### config.mk
export PLATFORM = sky130hd
export DESIGN_NAME = cfm_top
export DESIGN_NICKNAME = d
export VERILOG_FILES = /design/src/cfm_pkg.sv /design/src/cfm_top.sv
export SDC_FILE = /design/constraint.sdc
export NUM_CORES = 1
export LEC_CHECK = 0
export BUFFER_PORTS_ARGS = -buffer_cell sky130_fd_sc_hd__buf_2
export CORE_UTILIZATION = 35
export DETAILED_ROUTE_END_ITERATION = 12
export HOLD_SLACK_MARGIN = 0.12
export PLACE_DENSITY = 0.66
export SLEW_MARGIN = 20
export SYNTH_ARGS = -nofsm -noshare
export SYNTH_HDL_FRONTEND = slang
export SYNTH_SLANG_ARGS = --single-unit
### constraint.sdc
create_clock -name sys_clk_i -period 3.55 [get_ports sys_clk_i]
set_clock_uncertainty 0.2 [all_clocks]
set_input_delay 0 -clock sys_clk_i [delete_from_list [all_inputs] [get_ports sys_clk_i]]
set_output_delay 0 -clock sys_clk_i [all_outputs]
set_load 0.05 [all_outputs]
### src/cfm_pkg.sv
// Constants, register map and types for the chip fault monitor.
// Functional notes
// - On logic supply rising past lockout, reset all registers and fault states.
// - After power-on reset, set any_fault_flag and power_up_reset_flag.
// - During power-up, hold gate drive off and logic inactive until supply good.
// - Logic supply loss disables outputs at once; power-up repeats on recovery.
// - Logic supply lockout cannot be masked by any mask bit.
// - Overtemperature sets overheat_fault_flag; with shutdown enabled, gates go off.
// - With fault_shutdown_enable clear, overtemperature only sets the flag.
// - Overtemperature recovery re-enables outputs; overheat_fault_flag stays latched.
// - Bad edge count or even parity cancels transfer and sets serial_error_flag.
// - A rejected write transfer does not reset the status register.
// - A rejected diagnostic read does not clear the addressed register.
// - Regulator undervoltage sets regulator_low_flag and forces all gates low.
// - Regulator recovery re-enables gates; regulator_low_flag stays latched.
// - Regulator undervoltage monitor is active during power-up, gates low.
// - Mask bit disables regulator undervoltage monitor; software should avoid it.
// - Regulator overvoltage only sets regulator_high_flag, which stays latched.
// - Heat warning only sets heat_warning_flag, which stays latched.
// - any_fault_flag is status bit 15, high when any status fault is set.
// - Diagnostic bits latch on detection and clear only on fault reset.
// - All diagnostics maskable except power-on reset, serial error, overtemperature.
// - Status register contents shift out on serial data during every transfer.
package cfm_pkg;
	// Avalon register byte offsets.
	localparam logic [3:0] CFM_ADDR_STATUS = 4'h0;
	localparam logic [3:0] CFM_ADDR_DIAG1 = 4'h4;
	localparam logic [3:0] CFM_ADDR_CONFIG = 4'h8;
	localparam logic [3:0] CFM_ADDR_CLEAR = 4'hC;
	// Status bit positions.
	localparam int CFM_ST_ANY = 15;
	localparam int CFM_ST_POR = 14;
	localparam int CFM_ST_OT = 13;
	localparam int CFM_ST_TW = 12;
	localparam int CFM_ST_SE = 11;
	// Diagnostic word one bit positions.
	localparam int CFM_D1_RLOW = 0;
	localparam int CFM_D1_RHIGH = 1;
	// Config bit positions and reset value.
	localparam int CFM_CF_ESF = 0;
	localparam int CFM_CF_MRLOW = 1;
	localparam int CFM_CF_MRHIGH = 2;
	localparam int CFM_CF_MTW = 3;
	localparam logic [3:0] CFM_CONFIG_RST = 4'h1;
	// Clear register bit positions.
	localparam int CFM_CL_STATUS = 0;
	localparam int CFM_CL_DIAG1 = 1;
	// Serial frame layout.
	localparam logic [4:0] CFM_FRAME_BITS = 5'h10;
	localparam int CFM_FR_WRITE = 10;
	localparam logic [4:0] CFM_SER_DIAG1 = 5'h01;
	// Synchronised comparator levels, high means the condition is present.
	typedef struct packed {
		logic logic_ok;
		logic overtemp;
		logic heat_warn;
		logic reg_low;
		logic reg_high;
	} cfm_mon_t;
endpackage : cfm_pkg

### src/cfm_top.sv
// Chip-level fault supervisor with Avalon-MM registers and serial frame checker.
//
// Local design decisions: the address map and the Avalon-MM register port.
`timescale 1ns/10ps
module cfm_top import cfm_pkg::*; (
	// Clock, reset and enable.
	input wire logic sys_clk_i,
	input wire logic reset_n_i,
	input wire logic ce_i,
	// Analog comparator levels, asynchronous.
	input wire logic logic_ok_i,
	input wire logic overtemp_i,
	input wire logic heat_warn_i,
	input wire logic reg_low_i,
	input wire logic reg_high_i,
	// Serial interface pins, asynchronous.
	input wire logic serial_clk_i,
	input wire logic frame_strobe_n_i,
	input wire logic serial_din_i,
	output logic serial_dout_o,
	// Gate drive permission.
	output logic gate_enable_o,
	// Avalon-MM slave.
	input wire logic [3:0] avs_address_i,
	input wire logic avs_read_i,
	input wire logic avs_write_i,
	input wire logic [31:0] avs_writedata_i,
	output logic [31:0] avs_readdata_o,
	output logic avs_waitrequest_o
);
	cfm_mon_t mon_meta;
	cfm_mon_t mon;
	logic [2:0] ser_meta;
	logic [2:0] ser_sync;
	logic sclk_prev;
	logic strb_prev;
	logic logic_up;
	logic por_pending;
	logic ot_live;
	logic rlow_live;
	logic [15:0] status;
	logic [1:0] diag1;
	logic [3:0] config_q;
	logic [15:0] shift_in;
	logic [15:0] shift_out;
	logic [4:0] edge_cnt;
	logic in_frame;
	logic req_pending;
	logic bus_wr;
	logic sclk_rise;
	logic frame_start;
	logic frame_end;
	logic frame_good;
	logic frame_bad;
	logic ser_status_reset;
	logic ser_diag1_reset;
	logic sw_status_clear;
	logic sw_diag1_clear;
	logic [4:0] status_set;
	logic [1:0] diag1_set;

	// Odd parity over a whole frame, used only for the incoming shift word.
	function automatic logic cfm_odd(input logic [15:0] w);
		cfm_odd = ^w;
	endfunction : cfm_odd

	// Two flops on every comparator and serial input pin; the first stage feeds only the second.
	always_ff @(posedge sys_clk_i) begin
		if (!reset_n_i) begin
			mon_meta <= '0;
			mon <= '0;
			ser_meta <= 3'h2;
			ser_sync <= 3'h2;
		end else if (ce_i) begin
			mon_meta <= {logic_ok_i, overtemp_i, heat_warn_i, reg_low_i, reg_high_i};
			mon <= mon_meta;
			ser_meta <= {serial_clk_i, frame_strobe_n_i, serial_din_i};
			ser_sync <= ser_meta;
		end
	end

	// Edge detection on synchronised serial pins.
	always_ff @(posedge sys_clk_i) begin
		if (!reset_n_i) begin
			sclk_prev <= 1'b0;
			strb_prev <= 1'b1;
		end else if (ce_i) begin
			sclk_prev <= ser_sync[2];
			strb_prev <= ser_sync[1];
		end
	end

	assign sclk_rise = ser_sync[2] & ~sclk_prev & ~ser_sync[1];
	assign frame_start = strb_prev & ~ser_sync[1];
	assign frame_end = ~strb_prev & ser_sync[1] & in_frame;
	// A frame is good only with exactly sixteen edges and odd parity.
	assign frame_good = frame_end && (edge_cnt == CFM_FRAME_BITS) && cfm_odd(shift_in);
	assign frame_bad = frame_end && !frame_good;
	// Effects of a transfer happen only when the frame is good.
	assign ser_status_reset = frame_good & shift_in[CFM_FR_WRITE];
	assign ser_diag1_reset = frame_good & ~shift_in[CFM_FR_WRITE]
		& (shift_in[15:11] == CFM_SER_DIAG1);
	assign bus_wr = avs_write_i & ~avs_waitrequest_o;
	assign sw_status_clear = bus_wr && (avs_address_i == CFM_ADDR_CLEAR)
		&& avs_writedata_i[CFM_CL_STATUS];
	assign sw_diag1_clear = bus_wr && (avs_address_i == CFM_ADDR_CLEAR)
		&& avs_writedata_i[CFM_CL_DIAG1];

	// Logic supply lockout: no mask reaches this path, and loss wipes flags, live states, shifter and config.
	always_ff @(posedge sys_clk_i) begin
		if (!reset_n_i) begin
			logic_up <= 1'b0;
			por_pending <= 1'b0;
		end else if (ce_i) begin
			logic_up <= mon.logic_ok;
			por_pending <= mon.logic_ok & ~logic_up;
		end
	end

	// Live fault states, separate from the latched flags so outputs recover.
	always_ff @(posedge sys_clk_i) begin
		if (!reset_n_i || !logic_up) begin
			ot_live <= 1'b0;
			rlow_live <= 1'b1;
		end else if (ce_i) begin
			ot_live <= mon.overtemp;
			rlow_live <= mon.reg_low & ~config_q[CFM_CF_MRLOW];
		end
	end

	// Flag set terms; power-on, serial error and overtemperature are unmaskable.
	assign status_set[0] = por_pending;
	assign status_set[1] = mon.overtemp;
	assign status_set[2] = mon.heat_warn & ~config_q[CFM_CF_MTW];
	assign status_set[3] = frame_bad;
	assign status_set[4] = |status_set[3:0];
	assign diag1_set[0] = mon.reg_low & ~config_q[CFM_CF_MRLOW];
	assign diag1_set[1] = mon.reg_high & ~config_q[CFM_CF_MRHIGH];

	// Status flags latch; a set in the same cycle as a clear wins.
	always_ff @(posedge sys_clk_i) begin
		if (!reset_n_i || !logic_up) begin
			status <= 16'h0000;
		end else if (ce_i) begin
			if (ser_status_reset || sw_status_clear) begin
				status <= 16'h0000;
			end
			if (status_set[0]) begin
				status[CFM_ST_POR] <= 1'b1;
			end
			if (status_set[1]) begin
				status[CFM_ST_OT] <= 1'b1;
			end
			if (status_set[2]) begin
				status[CFM_ST_TW] <= 1'b1;
			end
			if (status_set[3]) begin
				status[CFM_ST_SE] <= 1'b1;
			end
			if (status_set[4]) begin
				status[CFM_ST_ANY] <= 1'b1;
			end
		end
	end

	// Diagnostic word one latches until a fault register reset.
	always_ff @(posedge sys_clk_i) begin
		if (!reset_n_i || !logic_up) begin
			diag1 <= 2'h0;
		end else if (ce_i) begin
			if (ser_diag1_reset || sw_diag1_clear) begin
				diag1 <= 2'h0;
			end
			if (diag1_set[0]) begin
				diag1[CFM_D1_RLOW] <= 1'b1;
			end
			if (diag1_set[1]) begin
				diag1[CFM_D1_RHIGH] <= 1'b1;
			end
		end
	end

	// Gate permission: supply good, regulator good, overtemperature only with shutdown.
	always_ff @(posedge sys_clk_i) begin
		if (!reset_n_i) begin
			gate_enable_o <= 1'b0;
		end else if (ce_i) begin
			gate_enable_o <= mon.logic_ok & logic_up & ~rlow_live
				& ~(ot_live & config_q[CFM_CF_ESF]);
		end
	end

	// Serial frame shifter; status is loaded at frame start and shifted MSB first.
	always_ff @(posedge sys_clk_i) begin
		if (!reset_n_i || !logic_up) begin
			in_frame <= 1'b0;
			edge_cnt <= 5'h00;
			shift_in <= 16'h0000;
			shift_out <= 16'h0000;
		end else if (ce_i) begin
			if (frame_start) begin
				in_frame <= 1'b1;
				edge_cnt <= 5'h00;
				shift_out <= status;
			end else if (frame_end) begin
				in_frame <= 1'b0;
			end else if (sclk_rise && in_frame) begin
				// Saturate so a long frame still counts as too many edges.
				if (edge_cnt != 5'h1F) begin
					edge_cnt <= edge_cnt + 5'h01;
				end
				shift_in <= {shift_in[14:0], ser_sync[0]};
				shift_out <= {shift_out[14:0], 1'b0};
			end
		end
	end

	// Serial data output, low outside frames.
	always_ff @(posedge sys_clk_i) begin
		if (!reset_n_i) begin
			serial_dout_o <= 1'b0;
		end else if (ce_i) begin
			serial_dout_o <= in_frame & shift_out[15];
		end
	end

	// Configuration register; survives nothing past a supply loss.
	always_ff @(posedge sys_clk_i) begin
		if (!reset_n_i || !logic_up) begin
			config_q <= CFM_CONFIG_RST;
		end else if (ce_i && bus_wr && avs_address_i == CFM_ADDR_CONFIG) begin
			config_q <= avs_writedata_i[3:0];
		end
	end

	// Avalon slave: two wait cycles, then waitrequest low for exactly one cycle.
	always_ff @(posedge sys_clk_i) begin
		if (!reset_n_i) begin
			req_pending <= 1'b0;
			avs_waitrequest_o <= 1'b1;
			avs_readdata_o <= 32'h0000_0000;
		end else if (ce_i) begin
			if (req_pending) begin
				req_pending <= 1'b0;
				avs_waitrequest_o <= 1'b0;
				case (avs_address_i)
					CFM_ADDR_STATUS: avs_readdata_o <= {16'h0000, status};
					CFM_ADDR_DIAG1: avs_readdata_o <= {30'h0, diag1};
					CFM_ADDR_CONFIG: avs_readdata_o <= {28'h0, config_q};
					default: avs_readdata_o <= 32'h0000_0000;
				endcase
			end else begin
				avs_waitrequest_o <= 1'b1;
				req_pending <= (avs_read_i | avs_write_i) & avs_waitrequest_o;
			end
		end
	end
endmodule : cfm_top

# Yosys cells after proc, flatten, opt, wreduce, memory -nomap -nowiden
# Index checks and enable logic that the tools add are counted.
# W data, S select, Z words.
[word_totals] inputBits=49 wordCells=137 regBits=107
[op_classes] n_addsub=1 n_mux=21 n_bitwise=33 n_reduce_logical=40 eq_ne=7
[ops] cell="$mux W16" n=4
[ops] cell="$pmux W16 S3" n=1
[ops] cell="$mux W5" n=4
[ops] cell="$reduce_bool A2 Y1" n=10
[ops] cell="$and A1 B1 Y1" n=19
[ops] cell="$reduce_and A2 Y1" n=9
[ops] cell="$reduce_xor A16 Y1" n=1
[ops] cell="$not A1 Y1" n=13
[ops] cell="$mux W1" n=11
[ops] cell="$logic_and A1 B1 Y1" n=9
[ops] cell="$eq A4 B4 Y1 const B" n=2
[ops] cell="$reduce_and A4 Y1" n=2
[ops] cell="$add A5 B1 Y5 const B" n=1
[ops] cell="$eq A5 B1 Y1 const B" n=1
[ops] cell="$eq A5 B5 Y1 const B" n=1
[ops] cell="$ne A5 B5 Y1 const B" n=1
[ops] cell="$eq A4 B3 Y1 const B" n=1
[ops] cell="$logic_not A4 Y1" n=1
[ops] cell="$reduce_or A4 Y1" n=1
[ops] cell="$logic_not A1 Y1" n=3
[ops] cell="$logic_or A1 B1 Y1" n=3
[ops] cell="$reduce_and A3 Y1" n=1
[ops] cell="$mux W2" n=1
[ops] cell="$ne A2 B2 Y1 const B" n=1
[ops] cell="$or A1 B1 Y1" n=1

# Longest topological paths before layout
# Gate-level depths: netlist (run 1).
[depth] depth_word=10 ltp_mapped=8 mapped_depth_nobuf=8

# Worst setup path after synthesis (run 1)
# OpenSTA, ideal clock, no wires.
[synth_path] path_type="register -> register" from="register shift_in[10]" to="register diag1[0]" n_path_buf=0 t_required_ps=3233 setup_slack_ps=1711 stages_incl_launch_ff=5 period_less_slack_ps=1839 arrival_ps=1522 setup_time_ps=117 path_cell_list="dfxtp_1 -> or4b_2 -> nor4_1 -> nand3_1 -> a32o_1"
[synth_via] elab_chain_cells=7 word_cells_on_any_way=8
[synth_rtl] item="from (decl)" line="cfm_top.sv:44" source="logic [15:0] shift_in;"
[synth_rtl] item="from (signal assigned)" line="cfm_top.sv:212" source="shift_in <= {shift_in[14:0], ser_sync[0]};"
[synth_rtl] item="$reduce_xor A16 Y1" line="cfm_top.sv:64" source="cfm_odd = ^w;"
[synth_rtl] item="$logic_and A1 B1 Y1" line="cfm_top.sv:97" source="assign frame_good = frame_end && (edge_cnt == CFM_FRAME_BITS) && cfm_odd(shift_in);"
[synth_rtl] item="$and A1 B1 Y1 *" line="cfm_top.sv:101" source="assign ser_diag1_reset = frame_good & ~shift_in[CFM_FR_WRITE]"
[synth_rtl] item="$and A1 B1 Y1 *" line="cfm_top.sv:102" source="& (shift_in[15:11] == CFM_SER_DIAG1);"
[synth_rtl] item="$logic_or A1 B1 Y1 *" line="cfm_top.sv:171" source="if (ser_diag1_reset || sw_diag1_clear) begin"
[synth_rtl] item="$reduce_bool A2 Y1 (no line) *"
[synth_rtl] item="$reduce_and A2 Y1 (no line) *"
[synth_rtl] item="to (signal assigned)" line="cfm_top.sv:169" source="diag1 <= 2'h0;"
[synth_rtl] item="to (signal assigned)" line="cfm_top.sv:172" source="diag1 <= 2'h0;"
[synth_rtl] item="to (signal, indexed assignment)" line="cfm_top.sv:175" source="diag1[CFM_D1_RLOW] <= 1'b1;"
[synth_rtl] item="to (decl)" line="cfm_top.sv:42" source="logic [1:0] diag1;"
# Mark *: on every way between the ends. The rest lies on a longest branch, timed or not.
# A chain may end at the register's enable or synchronous reset.

# Worst setup path in the final report (run 1)
[layout_path] from="register req_pending" to="register avs_readdata_o[0]"
[layout_via] elab_chain_cells=1
[layout_rtl] item="from (decl)" line="cfm_top.sv:48" source="logic req_pending;"
[layout_rtl] item="from (signal assigned)" line="cfm_top.sv:254" source="req_pending <= (avs_read_i | avs_write_i) & avs_waitrequest_o;"
[layout_rtl] item="$reduce_and A2 Y1 (no line)"
[layout_rtl] item="to (signal assigned)" line="cfm_top.sv:247" source="CFM_ADDR_STATUS: avs_readdata_o <= {16'h0000, status};"
[layout_rtl] item="to (signal assigned)" line="cfm_top.sv:248" source="CFM_ADDR_DIAG1: avs_readdata_o <= {30'h0, diag1};"
[layout_rtl] item="to (signal assigned)" line="cfm_top.sv:249" source="CFM_ADDR_CONFIG: avs_readdata_o <= {28'h0, config_q};"
[layout_rtl] item="to (decl)" line="cfm_top.sv:28" source="output logic [31:0] avs_readdata_o,"
# No other way between the ends.

==> impl_metrics.toml, run 1 <==
[floorplan]
die_h_um = 98.8
start_util_pct = 36.9
ioPinCount = 84
core-area_um2 = 8890
die_area_um2 = 9760
rows = 34
die_w_um = 98.8

[critical_path]
start_kind = "register"
critPathKind = "reg2reg"
crit_required_ns = 3.64
path_max_fanout = 11
endpoint_kind = "register"
cp.arrival_ns = 3.22

[synthesis]
synth.distinct_cells = 43
synth-main-ff-cell = "dfxtp_1"
synth_edf_count = 0
ys_ff_latch = 73
synth.area.top_cells = "dfxtp_1 (45%), mux2i_1 (7.9%), nand2_1 (5.7%), nor2b_1 (5.3%), buf_4 (5.3%)"
ys_warn_count = 0
syn_area_per_cell_um2 = 8.98
synthesis.area_um2 = 3280
async_reset_ff_share_pct = 0
synth_top_area_share_pct = 44.6
synth_area_leader_cell = "dfxtp_1"
netlist_instances = 365
yosysSeqAreaShare_pct = 44.6

[job]
drv_cap = 0

[sta]
timing.final.max_slew_violations = 0
final.setup.tns_ns = 0
worst_slew_pin_slew_ns = 0.748
rsz0062_at_grt = "no"
layout_min_cycle_time_ns = 3.13
fin_hold_ws_ns = 0.190
finalSetupViolCount = 0
final-hold-violation-count = 0
relSlewSlack_pct = 50.0
fmax_mhz = 319
final.setup.worst_slack_ns = 0.415
min_period_over_period_pct = 88.3

[placement]
dpl_worst_slack_ns = 1.26
gp_congestion = 0.749
dp.cells = 490
dp_hpwl_um = 4350
io_buffers = 32

[global_routing]
grt_pass1_wl_um = 11300
grt_usage_pct = 14.7
grt_pass1_vias = 2364
grt_max_degree = 47
grt-ovfl-total = 0
antenna_found_initial = 0

[clocking]
cts_max_level = 3
clock_latency_ns = 0.34
cts_sinks = 73
clock_path_buffers = 2
cts_tree = "built"
postCtsSetupRepairBufs = 0
cts_root_buf = "clkbuf_8"
clk_pin_slew_ns = 0.08
cts_buffers = 9

[finish]
drive_above_1_share_pct = 12.6
n_antenna_cell = 0
areaGrowthSynthToFinish_pct = 21.0
final_cells = 538
fin_nets = 477

[drt]
remaining_drc_errors = 0
drt_iter0_drc = 156
viasPerCell = 4.76
wl_um = 6600
vias = 2562
drt_first_pass_iters = 4
wl_per_cell_um = 12.3
ant_nets = 0

[power_and_ir_drop]
power-per-cell-area_nw_per_um2 = 428
p_leak_nw = 1.48
max-vdd-ir-drop_v = 0.000256

[hold_path]
hold_class = "in2reg"

[run_status]
status = "complete, no violations"
## flip-flops by register name, summed over array words and instances, names as in the netlist
register,count
strb_prev,1
gate_enable_o,1
req_pending,1
avs_waitrequest_o,1
logic_up,1
ser_meta,3
shift_in,16
por_pending,1
ot_live,1
mon,5
rlow_live,1
diag1,2
ser_sync,3
status,5
mon_meta,5
in_frame,1
sclk_prev,1
edge_cnt,5
shift_out,5
serial_dout_o,1
config_q,4
avs_readdata_o,9
## metal layers
layer  global-route usage [%]  part of all wire [%]
met1                     19.9                    50
met3                     3.62                   5.5
met2                     22.4                    43
met4                     5.86                   1.6
met5                        0                     0
## metrics by stage
step	util [%]	power (mW)	area (um2)
after floorplan	-	0.974	3360
after global placement	38.6	0.976	3430
after detailed placement	38.6	0.978	3430
after CTS	44.6	1.71	3970
after global routing	44.6	1.77	3970
final	44.6	1.70	3970
## cell usage in the layout, fill, tap and decap left out, types with 3 or more instances in the layout
master and count:
dlygate4sd3_1 32, nor3_1 5, o21ai_0 6, clkbuf_8 9, nor3b_1 3, nor2b_1 28, mux2i_1 26, nand2b_1 4
a22o_1 3, inv_1 8, ha_1 3, dfxtp_1 73, a21oi_1 25, clkinvlp_4 3, nand3_1 6, xor2_1 3
and2_1 6, buf_2 32, a32o_1 5, nand4_1 3, a22oi_1 7, a211oi_1 4, conb_1 23, and3_1 3
nand2_1 50, buf_4 3, a21boi_0 3, nor2_1 19, xnor2_1 13
## final cells by class
class                   instances  area [um2]
well taps                     108         135
repair buffers                 67         503
clock buffers                  10         128
fillers                       863        4920
flip-flops and latches         73        1460
inverters                       8        30.0
clock inverters                 6        91.3
multi-input cells             266        1620
## where the power goes
part / total (mW) / internal (mW) / switching, mW
Sequential: 0.837 / 0.829 / 0.00762
Clock: 0.712 / 0.398 / 0.314
Combinational: 0.148 / 0.0524 / 0.0955
Total: 1.70 / 1.28 / 0.417
## cell usage after synthesis, types with 2 or more instances
library cell / instances
nand4_1: 3
nand3_1: 6
and3_1: 3
nor2b_1: 28
o21a_1: 2
mux2i_1: 26
a21oi_1: 25
nand2b_1: 4
buf_4: 23
nand3b_1: 2
nor3_1: 5
a21boi_0: 3
a22oi_1: 7
and2_1: 6
clkbuf_1: 13
a22o_1: 3
a211oi_1: 4
o21ai_0: 6
a32o_1: 5
inv_1: 8
nand2_1: 50
ha_1: 3
dfxtp_1: 73
nor3b_1: 3
buf_2: 3
nor2_1: 19
xnor2_1: 13
o22ai_1: 2
xor2_1: 3
## critical path: stages, from the launching register on
cell and delay, ns:
dfxtp_1 0.39, nand2_1 0.30, nor3_1 0.24, dlygate4sd3_1 0.63, a22oi_1 0.09, dlygate4sd3_1 0.59
nor2b_1 0.10, dlygate4sd3_1 0.54
## worst paths after layout
check | start | endpoint | slack, ns | cells past startpoint
worst max register to register | req_pending$_SDFFE_PN0P_ | avs_readdata_o[0]$_SDFFE_PN0P_ | 0.42 | 7
worst min register to register | avs_readdata_o[2]$_SDFFE_PN0P_ | avs_readdata_o[2]$_SDFFE_PN0P_ | 0.27 | 2
worst min-delay path | avs_write_i | config_q[0]$_SDFFE_PP1P_ | 0.19 | 5
worst max-delay path | req_pending$_SDFFE_PN0P_ | avs_readdata_o[0]$_SDFFE_PN0P_ | 0.42 | 7
## kinds of logic after synthesis
kind of cell	Yosys count	synth area share [%]
xor+xnor	17	4.77
compound gates	62	12.3
other cells	1	0.114
fa+ha+maj	3	1.15
flops	73	44.6
simple gates	135	20.6
mux	26	7.94
buf+inv	48	8.55
## timing repair
| action | CTS | global route |
|---|---|---|
| gates resized for setup | 0 | 0 |
| endpoints found under the setup margin | 0 | 0 |
| hold buffers | 32 | 0 |
| endpoints found under the hold margin | 44 | 0 |
Power figures use the tool's default switching activity.
==> run 2, diff against run 1 <==
==> constraint.sdc (replaced) <==
create_clock -name sys_clk_i -period 3.55 [get_ports sys_clk_i]
set_clock_uncertainty 0.2 [all_clocks]
set_input_delay 0.1775 -clock sys_clk_i [delete_from_list [all_inputs] [get_ports sys_clk_i]]
set_output_delay 0.1775 -clock sys_clk_i [all_outputs]
set_load 0.05 [all_outputs]
==> impl_metrics.toml, run 2 (synthesized netlist as in run 1, its figures left out) <==
[run_status]
status = "complete, no violations"

[drt]
viasPerCell = 4.79
wl_um = 6430
drt_iter0_drc = 140
remaining_drc_errors = 0
drt_first_pass_iters = 4
ant_nets = 0
wl_per_cell_um = 12.2
vias = 2529

[clocking]
cts_root_buf = "clkbuf_8"
cts_sinks = 73
cts_tree = "built"
clock_path_buffers = 2
clock_latency_ns = 0.35
cts_buffers = 9
clk_pin_slew_ns = 0.07
cts_max_level = 3
postCtsSetupRepairBufs = 0

[global_routing]
grt_pass1_wl_um = 11200
grt_pass1_vias = 2420
grt_usage_pct = 14.6
grt-ovfl-total = 0
grt_max_degree = 37
antenna_found_initial = 0

[power_and_ir_drop]
switching_share_pct = 25.5
power.switching_mw = 0.411
p_leak_nw = 1.42
seq_power_share_pct = 51.8
pwr-share-clk_pct = 39.4
max-vdd-ir-drop_v = 0.000212
power-per-cell-area_nw_per_um2 = 420
internal_power_mw = 1.20
power_frac_comb_pct = 8.7

[floorplan]
start_util_pct = 36.9
ioPinCount = 84
die_area_um2 = 9760
core-area_um2 = 8890
die_h_um = 98.8
rows = 34
die_w_um = 98.8

[finish]
reg.largest.list = "shift_in x16, avs_readdata_o x9"
design_area_um2 = 3840
areaGrowthSynthToFinish_pct = 17.3
layout_common_cells = "dfxtp_1 (73), nand2_1 (50), buf_2 (32)"
drive_above_1_share_pct = 12.9
final_common_cell = "dfxtp_1"
n_antenna_cell = 0
largest_register_ffs = 16
fin_nets = 467
largest_register = "shift_in"

[placement]
io_buffers = 32
placed_area_um2 = 3430
dp_hpwl_um = 4360
gp_congestion = 0.734

[sta]
min_period_over_period_pct = 73.1
worst_slew_pin_slew_ns = 0.826
finalSetupViolCount = 0
final-hold-violation-count = 0
layout_min_cycle_time_ns = 2.60
fin_hold_ws_ns = 0.141
fmax_mhz = 385
rsz0062_at_grt = "no"
final.setup.tns_ns = 0
timing.final.max_slew_violations = 0
relSlewSlack_pct = 44.8

[job]
drv_cap = 0

[critical_path]
endpoint_kind = "register"
crit_required_ns = 3.64
path_max_fanout = 15
cp.arrival_ns = 2.68
start_kind = "input port"
critPathKind = "in2reg"

[hold_path]
hold_class = "in2reg"
==> run 2: cell types whose count changed in the layout (fill, tap and decap cells not counted) <==
cell,previous run,this run
clkinv_2,0,1
clkinv_4,0,3
inv_6,1,0
dlygate4sd3_1,32,22
clkinvlp_4,3,1
bufinv_16,2,1
==> run 2: worst paths after layout <==
check,from,to,cells after the start,slack [ns]
hold / removal,avs_address_i[0],avs_readdata_o[2]$_SDFFE_PN0P_,5,0.14
hold reg to reg,ser_sync[0]$_SDFFE_PN0P_,shift_in[0]$_SDFFE_PP0P_,2,0.27
setup / recovery,ce_i,avs_readdata_o[14]$_SDFFE_PN0P_,7,0.95
setup reg to reg,req_pending$_SDFFE_PN0P_,avs_readdata_o[14]$_SDFFE_PN0P_,5,1.28
==> run 2: metal layers <==
layer	track usage (%)	vias to the layer above	part of all wire [%]
met4	5.51	0	1.7
li1	-	1303	-
met3	4.47	10	4.8
met1	19.4	1153	50
met5	0	-	0
met2	22.2	63	44
==> run 2: final cells by class <==
type                            count  area (um2)
Fill cell                         869        5050
Multi-Input combinational cell    266        1620
Inverter                            8        30.0
Timing Repair Buffer               57         403
Clock buffer                       10         128
Sequential cell                    73        1460
Tap cell                          108         135
Clock inverter                      6        68.8
==> run 2: power groups by stage <==
stage / Combinational, mW / Sequential (mW) / Clock, mW
after floorplan: 0.119 / 0.855 / 0
after global placement: 0.121 / 0.855 / 0
after detailed placement: 0.122 / 0.856 / 0
after CTS: 0.141 / 0.836 / 0.663
after global routing: 0.153 / 0.838 / 0.699
final: 0.141 / 0.837 / 0.636
==> run 2: timing repair <==
| item | in CTS | in global routing |
|---|---|---|
| resized for setup | 0 | 0 |
| hold buffers | 22 | 0 |
| hold endpoints to repair | 29 | 0 |
==> run 2: per-stage QoR <==
step	instances	setup WS, ns	utilization [%]	power (mW)
CTS	528	0.995	43.2	1.64
floorplan	387	1.71	-	0.974
detailed placement	490	1.12	38.6	0.977
global placement	490	1.13	38.6	0.976
global route	528	0.802	43.2	1.69
finish	528	0.954	43.2	1.61
==> run 2: worst max-delay path: stages <==
cell and delay (ns):
dlygate4sd3_1 0.53, buf_2 0.28, nand2_1 0.33, nor3_1 0.34, nor3b_1 0.72, a22oi_1 0.15
nor2b_1 0.14
